**config.mk**
```make
export PLATFORM = sky130hd
export DESIGN_NAME = sfc_ctrl
export DESIGN_NICKNAME = d
export VERILOG_FILES = /design/src/verilog/sfc_pkg.sv /design/src/verilog/sfc_ctrl.sv /design/src/verilog/sfc_stage_fifo.sv
export SDC_FILE = /design/constraint.sdc
export NUM_CORES = 1
export LEC_CHECK = 0
export BUFFER_PORTS_ARGS = -buffer_cell sky130_fd_sc_hd__buf_2
export CORE_MARGIN = 2
export CORE_UTILIZATION = 30
export DETAILED_ROUTE_END_ITERATION = 8
export GPL_TIMING_DRIVEN = 0
export PLACE_DENSITY = 0.49
export REMOVE_ABC_BUFFERS = 1
export SLEW_MARGIN = 20
export SYNTH_ARGS = -nofsm -noshare
export SYNTH_HDL_FRONTEND = slang
export SYNTH_SLANG_ARGS = --single-unit
```
**constraint.sdc**
```tcl
create_clock -name sys_clk -period 2.8 [get_ports sys_clk]
set_input_delay 0.14 -clock sys_clk [delete_from_list [all_inputs] [get_ports sys_clk]]
set_output_delay 0.14 -clock sys_clk [all_outputs]
set_load 0.005 [all_outputs]
```
**src/verilog/sfc_pkg.sv**
```systemverilog
// Constants shared by the strobed FIFO controller and its buffer
// ==========================================================================
// What the device does
// Empty flag low: reads are ignored
// Empty with read low: write flows through
// Full flag low: writes are ignored
// Full with write low: read frees write
// First-load input low on first device
// Replay pulse rewinds read pointer only
// Both strobes high during replay pulse
// Replay only before depth writes occur
// Half flag updated after replay
// Read data floats when strobe high
// Read falling edge drives next word
// Last read: empty falls, data stays
// Read while empty keeps read pointer
// Clear resets pointers and flags
// Clear after power-up, strobes held high
// Write stores word on rising strobe
// Chain input grounded for standalone
// Past half, next write lowers half flag
// Half flag rises back at exactly half
// Chain output pulses at last location
// Pointers advance only when flags allow
// Pointers wrap as circular buffer
package sfc_pkg;
    localparam int WORD_W       = 9;       // Data word width
    localparam int FIFO_DEPTH   = 4;       // Staging FIFO depth
    localparam int CLK_MHZ      = 20;      // System clock rate
    localparam int T_STROBE_NS  = 50;      // Strobe low time, least
    localparam int T_HIGH_NS    = 15;      // Strobe high time, least
    localparam int T_CLEAR_NS   = 65;      // Clear low and recovery time
    localparam int T_ACCESS_NS  = 50;      // Read access time, most
    localparam int STROBE_CYC   = (T_STROBE_NS * CLK_MHZ + 999) / 1000;
    localparam int HIGH_CYC     = (T_HIGH_NS * CLK_MHZ + 999) / 1000;
    localparam int CLEAR_CYC    = (T_CLEAR_NS * CLK_MHZ + 999) / 1000;
    localparam int ACCESS_CYC   = (T_ACCESS_NS * CLK_MHZ + 999) / 1000;
    localparam int SYNC_CYC     = 2;       // Pin synchroniser stages
    localparam int CNT_W        = 4;       // Timing counter width
    localparam logic [CNT_W-1:0] CNT_ZERO = 4'h0;
    localparam logic [CNT_W-1:0] CNT_ONE  = 4'h1;
    // Controller sequence states
    typedef enum logic [3:0] {
        SFC_CLEAR, SFC_CLEAR_REC, SFC_IDLE, SFC_WR_LOW, SFC_WR_HIGH,
        SFC_RD_LOW, SFC_RD_HIGH, SFC_RP_LOW, SFC_RP_HIGH
    } sfc_state_t;
endpackage

```
**src/verilog/sfc_ctrl.sv**
```systemverilog
// Host controller driving a strobed asynchronous FIFO through its pins
`timescale 1ns/10ps
module sfc_ctrl
    import sfc_pkg::*;
(
    input  wire logic              sys_clk,
    input  wire logic              rstn,
    // User side: words to write
    input  wire logic [WORD_W-1:0] userWrData,
    input  wire logic              userWrValid,
    output logic                   userWrReady,
    // User side: read, replay and clear requests
    input  wire logic              userRdReq,
    output logic      [WORD_W-1:0] userRdData,
    output logic                   userRdValid,
    input  wire logic              userReplayReq,
    input  wire logic              userClearReq,
    output logic                   userBusy,
    output logic                   userEmpty,
    output logic                   userFull,
    output logic                   userHalf,
    // Device pins
    output logic                   writeStrobe_n,
    output logic                   readStrobe_n,
    output logic      [WORD_W-1:0] write_word,
    input  wire logic [WORD_W-1:0] read_word,
    output logic                   master_clear_n,
    output logic                   first_load_or_replay_n,
    output logic                   chain_input_n,
    input  wire logic              empty_flag_n,
    input  wire logic              full_flag_n,
    input  wire logic              chain_out_half_n
);
    // ======================================================================
    // Pin synchronisers
    logic [1:0]        efSync;         // Empty flag sync chain
    logic [1:0]        ffSync;         // Full flag sync chain
    logic [1:0]        hfSync;         // Half flag sync chain
    logic [WORD_W-1:0] rdSync1;        // Read data first stage
    logic [WORD_W-1:0] rdSync2;        // Read data second stage
    wire               devEmpty = !efSync[1];
    wire               devFull  = !ffSync[1];
    // Two stages before any logic reads a pin
    always_ff @(posedge sys_clk) begin
        efSync  <= {efSync[0], empty_flag_n};
        ffSync  <= {ffSync[0], full_flag_n};
        hfSync  <= {hfSync[0], chain_out_half_n};
        rdSync1 <= read_word;
        rdSync2 <= rdSync1;
    end

    // ======================================================================
    // Staging FIFO in the write path
    logic [WORD_W-1:0] stageData;      // Word at FIFO head
    logic              stageValid;     // Head word present
    logic              stagePop;       // Head word taken
    sfc_stage_fifo #(.WIDTH(WORD_W), .DEPTH(FIFO_DEPTH)) uStage (
        .sys_clk  (sys_clk),
        .rstn     (rstn),
        .inData   (userWrData),
        .inValid  (userWrValid),
        .inReady  (userWrReady),
        .outData  (stageData),
        .outValid (stageValid),
        .outReady (stagePop)
    );

    // ======================================================================
    // Sequencer
    sfc_state_t        state;          // Current step
    sfc_state_t        next_state;     // Next step
    logic [CNT_W-1:0]  timer;          // Cycles left in step
    logic [CNT_W-1:0]  next_timer;     // Next timer value
    logic              rdPending;      // Read request latched
    logic              rpPending;      // Replay request latched
    logic              clPending;      // Clear request latched
    wire               timerDone = (timer == CNT_ZERO);
    // Writes only when the device is not full, reads only when not empty
    wire               canWrite  = stageValid && !devFull;
    wire               canRead   = rdPending && !devEmpty;
    assign stagePop = (state == SFC_WR_LOW) && timerDone;             // Word leaves on rising strobe

    // Next step selection
    always_comb begin
        next_state = state;
        next_timer = timerDone ? CNT_ZERO : timer - CNT_ONE;
        case (state)
            SFC_CLEAR: begin
                if (timerDone) begin
                    next_state = SFC_CLEAR_REC;
                    next_timer = CNT_W'(CLEAR_CYC);
                end
            end
            SFC_CLEAR_REC: begin
                if (timerDone) next_state = SFC_IDLE;
            end
            SFC_IDLE: begin
                if (clPending) begin
                    next_state = SFC_CLEAR;
                    next_timer = CNT_W'(CLEAR_CYC);
                end else if (rpPending) begin
                    next_state = SFC_RP_LOW;
                    next_timer = CNT_W'(STROBE_CYC);
                end else if (canRead) begin
                    next_state = SFC_RD_LOW;
                    next_timer = CNT_W'(STROBE_CYC);
                end else if (canWrite) begin
                    next_state = SFC_WR_LOW;
                    next_timer = CNT_W'(STROBE_CYC);
                end
            end
            SFC_WR_LOW: begin
                if (timerDone) begin
                    next_state = SFC_WR_HIGH;
                    next_timer = CNT_W'(HIGH_CYC + SYNC_CYC);
                end
            end
            SFC_RD_LOW: begin
                if (timerDone) begin
                    next_state = SFC_RD_HIGH;
                    next_timer = CNT_W'(HIGH_CYC + SYNC_CYC);
                end
            end
            SFC_RP_LOW: begin
                if (timerDone) begin
                    next_state = SFC_RP_HIGH;
                    next_timer = CNT_W'(STROBE_CYC + SYNC_CYC);
                end
            end
            SFC_WR_HIGH, SFC_RD_HIGH, SFC_RP_HIGH: begin             // Flags settle,
                if (timerDone) next_state = SFC_IDLE;
            end
            default: begin
                next_state = SFC_CLEAR;
                next_timer = CNT_W'(CLEAR_CYC);
            end
        endcase
    end

    // State and request latches
    always_ff @(posedge sys_clk) begin
        if (!rstn) begin
            state     <= SFC_CLEAR;
            timer     <= CNT_W'(CLEAR_CYC);
            rdPending <= 1'b0;
            rpPending <= 1'b0;
            clPending <= 1'b0;
        end else begin
            state     <= next_state;
            timer     <= next_timer;
            // Set wins over clear on each latch
            rdPending <= userRdReq || (rdPending && !(state == SFC_IDLE && next_state == SFC_RD_LOW));
            rpPending <= userReplayReq || (rpPending && next_state != SFC_RP_LOW);
            clPending <= userClearReq || (clPending && next_state != SFC_CLEAR);
        end
    end

    // ======================================================================
    // Pin and user outputs, all registered
    // Bus word caught on the last low edge reaches the sync end here
    wire sampleNow = (state == SFC_RD_HIGH) && (timer == CNT_W'(HIGH_CYC + SYNC_CYC) - CNT_ONE);
    always_ff @(posedge sys_clk) begin
        if (!rstn) begin
            writeStrobe_n          <= 1'b1;
            readStrobe_n           <= 1'b1;
            write_word             <= '0;
            master_clear_n         <= 1'b0;
            first_load_or_replay_n <= 1'b1;
            chain_input_n          <= 1'b0;
            userRdData             <= '0;
            userRdValid            <= 1'b0;
            userBusy               <= 1'b1;
            userEmpty              <= 1'b1;
            userFull               <= 1'b0;
            userHalf               <= 1'b0;
        end else begin
            writeStrobe_n          <= !(next_state == SFC_WR_LOW);
            readStrobe_n           <= !(next_state == SFC_RD_LOW);
            master_clear_n         <= !(next_state == SFC_CLEAR);
            first_load_or_replay_n <= !(next_state == SFC_RP_LOW);
            chain_input_n          <= 1'b0;
            if (state == SFC_IDLE && next_state == SFC_WR_LOW) write_word <= stageData;
            userRdValid            <= sampleNow;
            if (sampleNow) userRdData <= rdSync2;
            userBusy               <= (next_state != SFC_IDLE);
            userEmpty              <= devEmpty;
            userFull               <= devFull;
            userHalf               <= !hfSync[1];
        end
    end
endmodule

```
**src/verilog/sfc_stage_fifo.sv**
```systemverilog
// Small parameterised staging FIFO with valid/ready on both sides
`timescale 1ns/10ps
module sfc_stage_fifo #(
    parameter int WIDTH = 9,
    parameter int DEPTH = 4
) (
    input  wire logic             sys_clk,
    input  wire logic             rstn,
    input  wire logic [WIDTH-1:0] inData,
    input  wire logic             inValid,
    output logic                  inReady,
    output logic      [WIDTH-1:0] outData,
    output logic                  outValid,
    input  wire logic             outReady
);
    localparam int PW = $clog2(DEPTH);
    logic [WIDTH-1:0] mem [DEPTH];     // Storage array
    logic [PW-1:0]    wrPtr;           // Fill pointer
    logic [PW-1:0]    rdPtr;           // Drain pointer
    logic [PW:0]      count;           // Words held
    logic [PW:0]      nextCount;       // Words held after this edge
    wire              doPush = inValid && inReady;
    wire              doPop  = outValid && outReady;
    assign nextCount = count + (PW+1)'(doPush) - (PW+1)'(doPop);
    assign outValid  = (count != '0);
    assign outData   = mem[rdPtr];
    // Pointer and count update; ready is a flop so the user port is clean
    always_ff @(posedge sys_clk) begin
        if (!rstn) begin
            wrPtr   <= '0;
            rdPtr   <= '0;
            count   <= '0;
            inReady <= 1'b0;           // No room offered during reset
        end else begin
            if (doPush) begin
                mem[wrPtr] <= inData;
                wrPtr      <= (wrPtr == PW'(DEPTH-1)) ? '0 : wrPtr + 1'b1;
            end
            if (doPop) begin
                rdPtr <= (rdPtr == PW'(DEPTH-1)) ? '0 : rdPtr + 1'b1;
            end
            count   <= nextCount;
            inReady <= (nextCount < (PW+1)'(DEPTH)); // Room after this edge
        end
    end
endmodule

```
; Yosys cells after proc, flatten, opt, wreduce, memory -nomap -nowiden
; Memories as Yosys holds them, arrays and structs flattened. A register that Yosys moved wholly into a read port is not among the register bits.
; Cells that the tools add are included.
[totals]
ram_bits = 36
out_inout_bits = 29
memories = 1
register_bits = 61
inputBits = 27
[classes]
add_sub_neg = 5
muxes = 23
eq_ne = 16
order_cmp = 1
reduce_logical = 30
[memory_table]
columns = memory, depth, width, read_ports, rd_clocked_by_memory_dff, wr, line_no
row1 = uStage.mem, 4, 9, 1, 1, 1, sfc_stage_fifo.sv:17  ; logic [WIDTH-1:0] mem [DEPTH];
[op_table]
columns = operator, count
row1 = $mux W4, 16
row2 = $eq A4 B3 Y1 const B, 6
row3 = $pmux W4 S6, 1
row4 = $eq A4 B2 Y1 const B, 4
row5 = $pmux W4 S4, 1
row6 = $logic_not A4 Y1, 3
row7 = $logic_and A1 B1 Y1, 11
row8 = $logic_not A1 Y1, 9
row9 = $add A2 B1 Y2 const B, 2
row10 = $eq A2 B2 Y1 const B, 2
row11 = $eq A4 B1 Y1 const B, 1
row12 = $eq A4 B4 Y1 const B, 1
row13 = $mux W2, 2
row14 = $ne A4 B2 Y1 const B, 1
row15 = $ne A4 B3 Y1 const B, 1
row16 = $reduce_bool A4 Y1, 1
row17 = $reduce_or A4 Y1, 1
row18 = $sub A4 B1 Y4 const B, 1
row19 = $add A3 B1 Y3, 1
row20 = $logic_or A1 B1 Y1, 3
row21 = $lt A3 B3 Y1 const B, 1
row22 = $mux W1, 3
row23 = $reduce_bool A3 Y1, 1
row24 = $reduce_or A3 Y1, 1
row25 = $sub A3 B1 Y3, 1

; Depth between registers and ports, before layout
[depth]
depth_word = 12
ltp_mapped = 15
ltp_nobuf = 14

; By module
; A second synthesis with hierarchy kept.
[hier_totals]
hier_cells = 297
hier_area_um2 = 3957.5
[modules_own_cells]
columns = mod, seq_area_each_um2, n_inst, cells_each, area_each_um2
row1 = sfc_ctrl, 1241.2, 1, 200, 2128.3
row2 = sfc_stage_fifo, 1281.2, 1, 97, 1829.3

; Least setup slack after synthesis
; Ideal clock, no wire load.
[synth_path]
kind = reg2reg
startpoint = register timer[0]
endpoint = register uStage.inReady
arrival_time_ns = 2.530
stages_incl_launch_ff = 16
n_path_buf = 1
synth_period_minus_slack_ns = 2.645
setup_ns = 0.115
slack_ns = 0.155
cell_sequence = dfxtp_1 -> inv_1 -> ha_1 -> nor3b_2 -> buf_6 -> nand4b_4 -> or2_4 -> inv_1 -> ha_1 -> inv_1 -> ha_1 -> inv_1 -> fa_1 -> xor2_1 -> xnor2_1 -> and2_1
[synth_via]
elab_chain_len = 5
[synth_rtl]
columns = item, line_no
row1 = "start, declared", sfc_ctrl.sv:72  ; logic [CNT_W-1:0] timer;
row2 = "start signal, assigned", sfc_ctrl.sv:144  ; timer <= CNT_W'(CLEAR_CYC);
row3 = "start signal, assigned", sfc_ctrl.sv:150  ; timer <= next_timer;
row4 = $logic_not A4 Y1, sfc_ctrl.sv:77  ; wire timerDone = (timer == CNT_ZERO);
row5 = $logic_and A1 B1 Y1, sfc_ctrl.sv:81  ; assign stagePop = (state == SFC_WR_LOW) && timerDone;
row6 = $logic_and A1 B1 Y1, sfc_stage_fifo.sv:23  ; wire doPop = outValid && outReady;
row7 = via uStage.doPop, sfc_stage_fifo.sv:23
row8 = $sub A3 B1 Y3, sfc_stage_fifo.sv:24  ; assign nextCount = count + (PW+1)'(doPush) - (PW+1)'(doPop);
row9 = $lt A3 B3 Y1, sfc_stage_fifo.sv:43  ; inReady <= (nextCount < (PW+1)'(DEPTH));
row10 = "end signal, assigned", sfc_stage_fifo.sv:43
row11 = "end, declared", sfc_stage_fifo.sv:11  ; output logic inReady,
; The timed path passes the listed nets, and every way through them passes these cells.
; A chain may end at the register's enable or synchronous reset.

; Worst setup path after layout
[layout_path]
startpoint = register timer[1]
endpoint = register uStage.inReady
; Same word-level chain as after synthesis.

==> flow_metrics.tcl <==
set metrics [dict create \
    status "complete, no violations" \
    drt_pass1_iterations 4 \
    timing.setup.tns_ns 0 \
    slowest_stage "dfxtp_2" \
    powerDensity_nw_per_um2 744.1 \
    synth_seq_cells 106 \
    ys_warn_count 0 \
    wl_per_cell_um 14.11 \
    dieArea_um2 14030 \
    n_antenna_cell 0 \
    ant_nets 0 \
    grt_first_pass_wirelength_um 12410 \
    max_stage_delay_ns 0.34 \
    clock_skew_ns 0.005866 \
    antenna_found_initial 0 \
    synth_area_um2 3929 \
    synth_compound_area_share_pct 8.599 \
    syn_inst 303 \
    hold_class "input port to flop" \
    area_growth_pct 22.13 \
    crit_chain "inv_1 -> ha_2 -> nor3b_4 -> nand4b_4 -> or2_4 -> inv_1 -> ha_1 -> inv_1 -> ha_1 -> inv_1 -> fa_2 -> xor2_1 -> xnor2_1 -> and2_1" \
    rr_endpoint "uStage.inReady$_SDFF_PN0_" \
    final_area_um2 4798 \
    synth.most_common_cell "dfxtp_1" \
    drive_above_1_share_pct 27.66 \
    synth_top_area_share_pct 35.67 \
    ys_async_sr_fraction_pct 0 \
    min_to "uStage.mem[0][0]$_DFFE_PP_" \
    grt.total_usage_pct 11.32 \
    die_w_um 118.4 \
    clock_latency_ns 0.34 \
    clk_pin_slew_ns 0.07 \
    max_slew_margin_pct 29.63 \
    maxSlewViolCount 0 \
    synth.area.top_cells "dfxtp_1, edfxtp_1, mux4_2, ha_1, mux2i_1" \
    crit_path_frequent_cell "inv_1" \
    synth-edff-count 36 \
    synth_commonest_cells "dfxtp_1, edfxtp_1, nor2_1, nand3_1, a21oi_1" \
    grt_overflow_total 0 \
    htreeDepth 3 \
    tightest_slew_ns 1.045 \
    synth-xor-area-share_pct 1.115 \
    synth_fa_ha_area_share_pct 3.694 \
    drcViolationCount 0 \
    port_buffers 54 \
    route.final.wire_length_um 7735 \
    r2r_start "timer[1]$_SDFF_PN1_" \
    reg2regPathDepth 14 \
    yosys_most_used_dff "dfxtp_1" \
    grt_max_degree 28 \
    critPathRequiredTime_ns 3.08 \
    critPathTopFamily "adder cells" \
    start_util_pct 30.88 \
    holdCritStartpoint "userWrData[0]" \
    synth.distinct_cells 54 \
    worst-path-buf-inv 4 \
    core_um2 12720 \
    synth-simple-area-share_pct 11.46 \
    vias 2490 \
    cts_buffers 9 \
    period_share_pct 94.14 \
    vias_per_cell 4.544 \
    yosys.area.top_type "dfxtp_1" \
    syn_avg_cell_area_um2 12.97 \
    finalSetupViolations 0 \
    crit_fanout 3 \
    ios 56 \
    whs_path_depth 1 \
    fmax_mhz 379.4 \
    synthMuxAreaShare_pct 8.217 \
    crit_path_end_kind "flop" \
    cts.sinks 106 \
    hpwl_um 5173 \
    clock-root-buffer "clkbuf_16" \
    ys_seq_area_share_pct 63.18 \
    criticalPathCategory "flop to flop" \
    drv_cap 0 \
    fin_crit_ns 2.636 \
    arrival_ns 2.92 \
    ir_worst_vdd_mv 0.2672 \
    hold_viol 0 \
    worstSetupStartpointType "flop" \
    place.gp.congestion 0.7418 \
    fin_nets 409 \
    rows 41 \
    leakagePower_nw 1.937 \
    dpl_cell_area_um2 4317 \
    grt_pass1_vias 2468 \
    clockBufferDepth 2 \
    cts_tree "done" \
    worst-r2r-setup-slack_ns 0.16 \
    drtIter0Drc 79 \
    synth_top_family_by_area "simple AND/OR/NAND/NOR gates" \
    die_height_um 118.4 \
]
## flip-flops by register name, indices dropped and copies added, names as in the netlist, 3 cells and up
register,cells
timer,4
uStage.count,3
rdSync2,9
write_word,9
uStage.mem,36
state,4
rdSync1,9
userRdData,9
## how the worst max path moves through the flow
stage,start,end,depth (start not counted)
final,timer[1]$_SDFF_PN1_,uStage.inReady$_SDFF_PN0_,14
after global routing,timer[0]$_SDFF_PN0_,uStage.inReady$_SDFF_PN0_,14
after CTS,state[0]$_SDFF_PN0_,uStage.inReady$_SDFF_PN0_,12
after detailed placement,timer[0]$_SDFF_PN0_,uStage.inReady$_SDFF_PN0_,14
after global placement,timer[0]$_SDFF_PN0_,uStage.inReady$_SDFF_PN0_,14
after floorplan,timer[0]$_SDFF_PN0_,uStage.inReady$_SDFF_PN0_,14
## cells by family after synthesis
group | count (synthesis)
flops | 106
simple gates | 82
compound gates | 51
buf+inv | 26
mux | 21
fa+ha+maj | 11
xor+xnor | 5
other cells | 1
## routing by layer
metal / share of wire (%) / GRT usage (%) / vias up / wire length [um]
li1: - / - / 1224 / -
met1: 43 / 13.56 / 1216 / 3348
met2: 51 / 19.15 / 40 / 3940
met3: 3.7 / 2.703 / 10 / 287
met4: 2.1 / 5.357 / 0 / 159
met5: 0 / 0 / - / 0
## area by class of cell
cell class	count	area, um2
clock inverters	7	83.83
multi-input cells	171	1315
clock buffers	9	225.2
flip-flops and latches	106	2486
inverters	12	45.04
well taps	172	215.2
repair buffers	71	427.9
fillers	1279	7924
## where the power goes
part           switching [mW]  leakage, nW  internal, mW
Combinational           0.272        0.892         0.240
Clock                   0.583        0.142         0.709
Sequential             0.0863        0.903          1.68
## placed cells by master, fill, tap and decap left out, types with 4 or more instances in the layout
cell	instances
clkbuf_16	9
dlygate4sd3_1	12
buf_2	54
ha_1	9
nand3_1	18
o21ai_0	14
inv_1	10
edfxtp_1	36
nand2_1	11
nor2_1	24
buf_4	5
and3_1	4
dfxtp_1	67
a21oi_1	16
mux2i_1	12
mux4_2	9
nor3_1	4
## through the flow
stage | setup slack (ns) | hold slack [ns] | util, % | std cells | power, mW
floorplan | -0.07092 | 0.1677 | - | 289 | 2.119
global placement | -0.4233 | 0.2427 | 33.93 | 515 | 2.245
detailed placement | -0.4289 | 0.2436 | 33.93 | 515 | 2.250
global route | -0.004178 | 0.001015 | 37.72 | 548 | 3.750
CTS | 0.06255 | 0.003743 | 37.41 | 544 | 3.590
finish | 0.1641 | 0.01396 | 37.72 | 548 | 3.570
## timing repair
action | 4_1_cts | 5_1_grt
pin swaps | 0 | 3
endpoints found under the setup margin | 3 | 2
buffers inserted | 1 | 4
resized for setup | 1 | 6
hold buffers | 12 | 0
endpoints found under the hold margin | 12 | 0
Note: power is estimated with default switching activity, not from simulation.
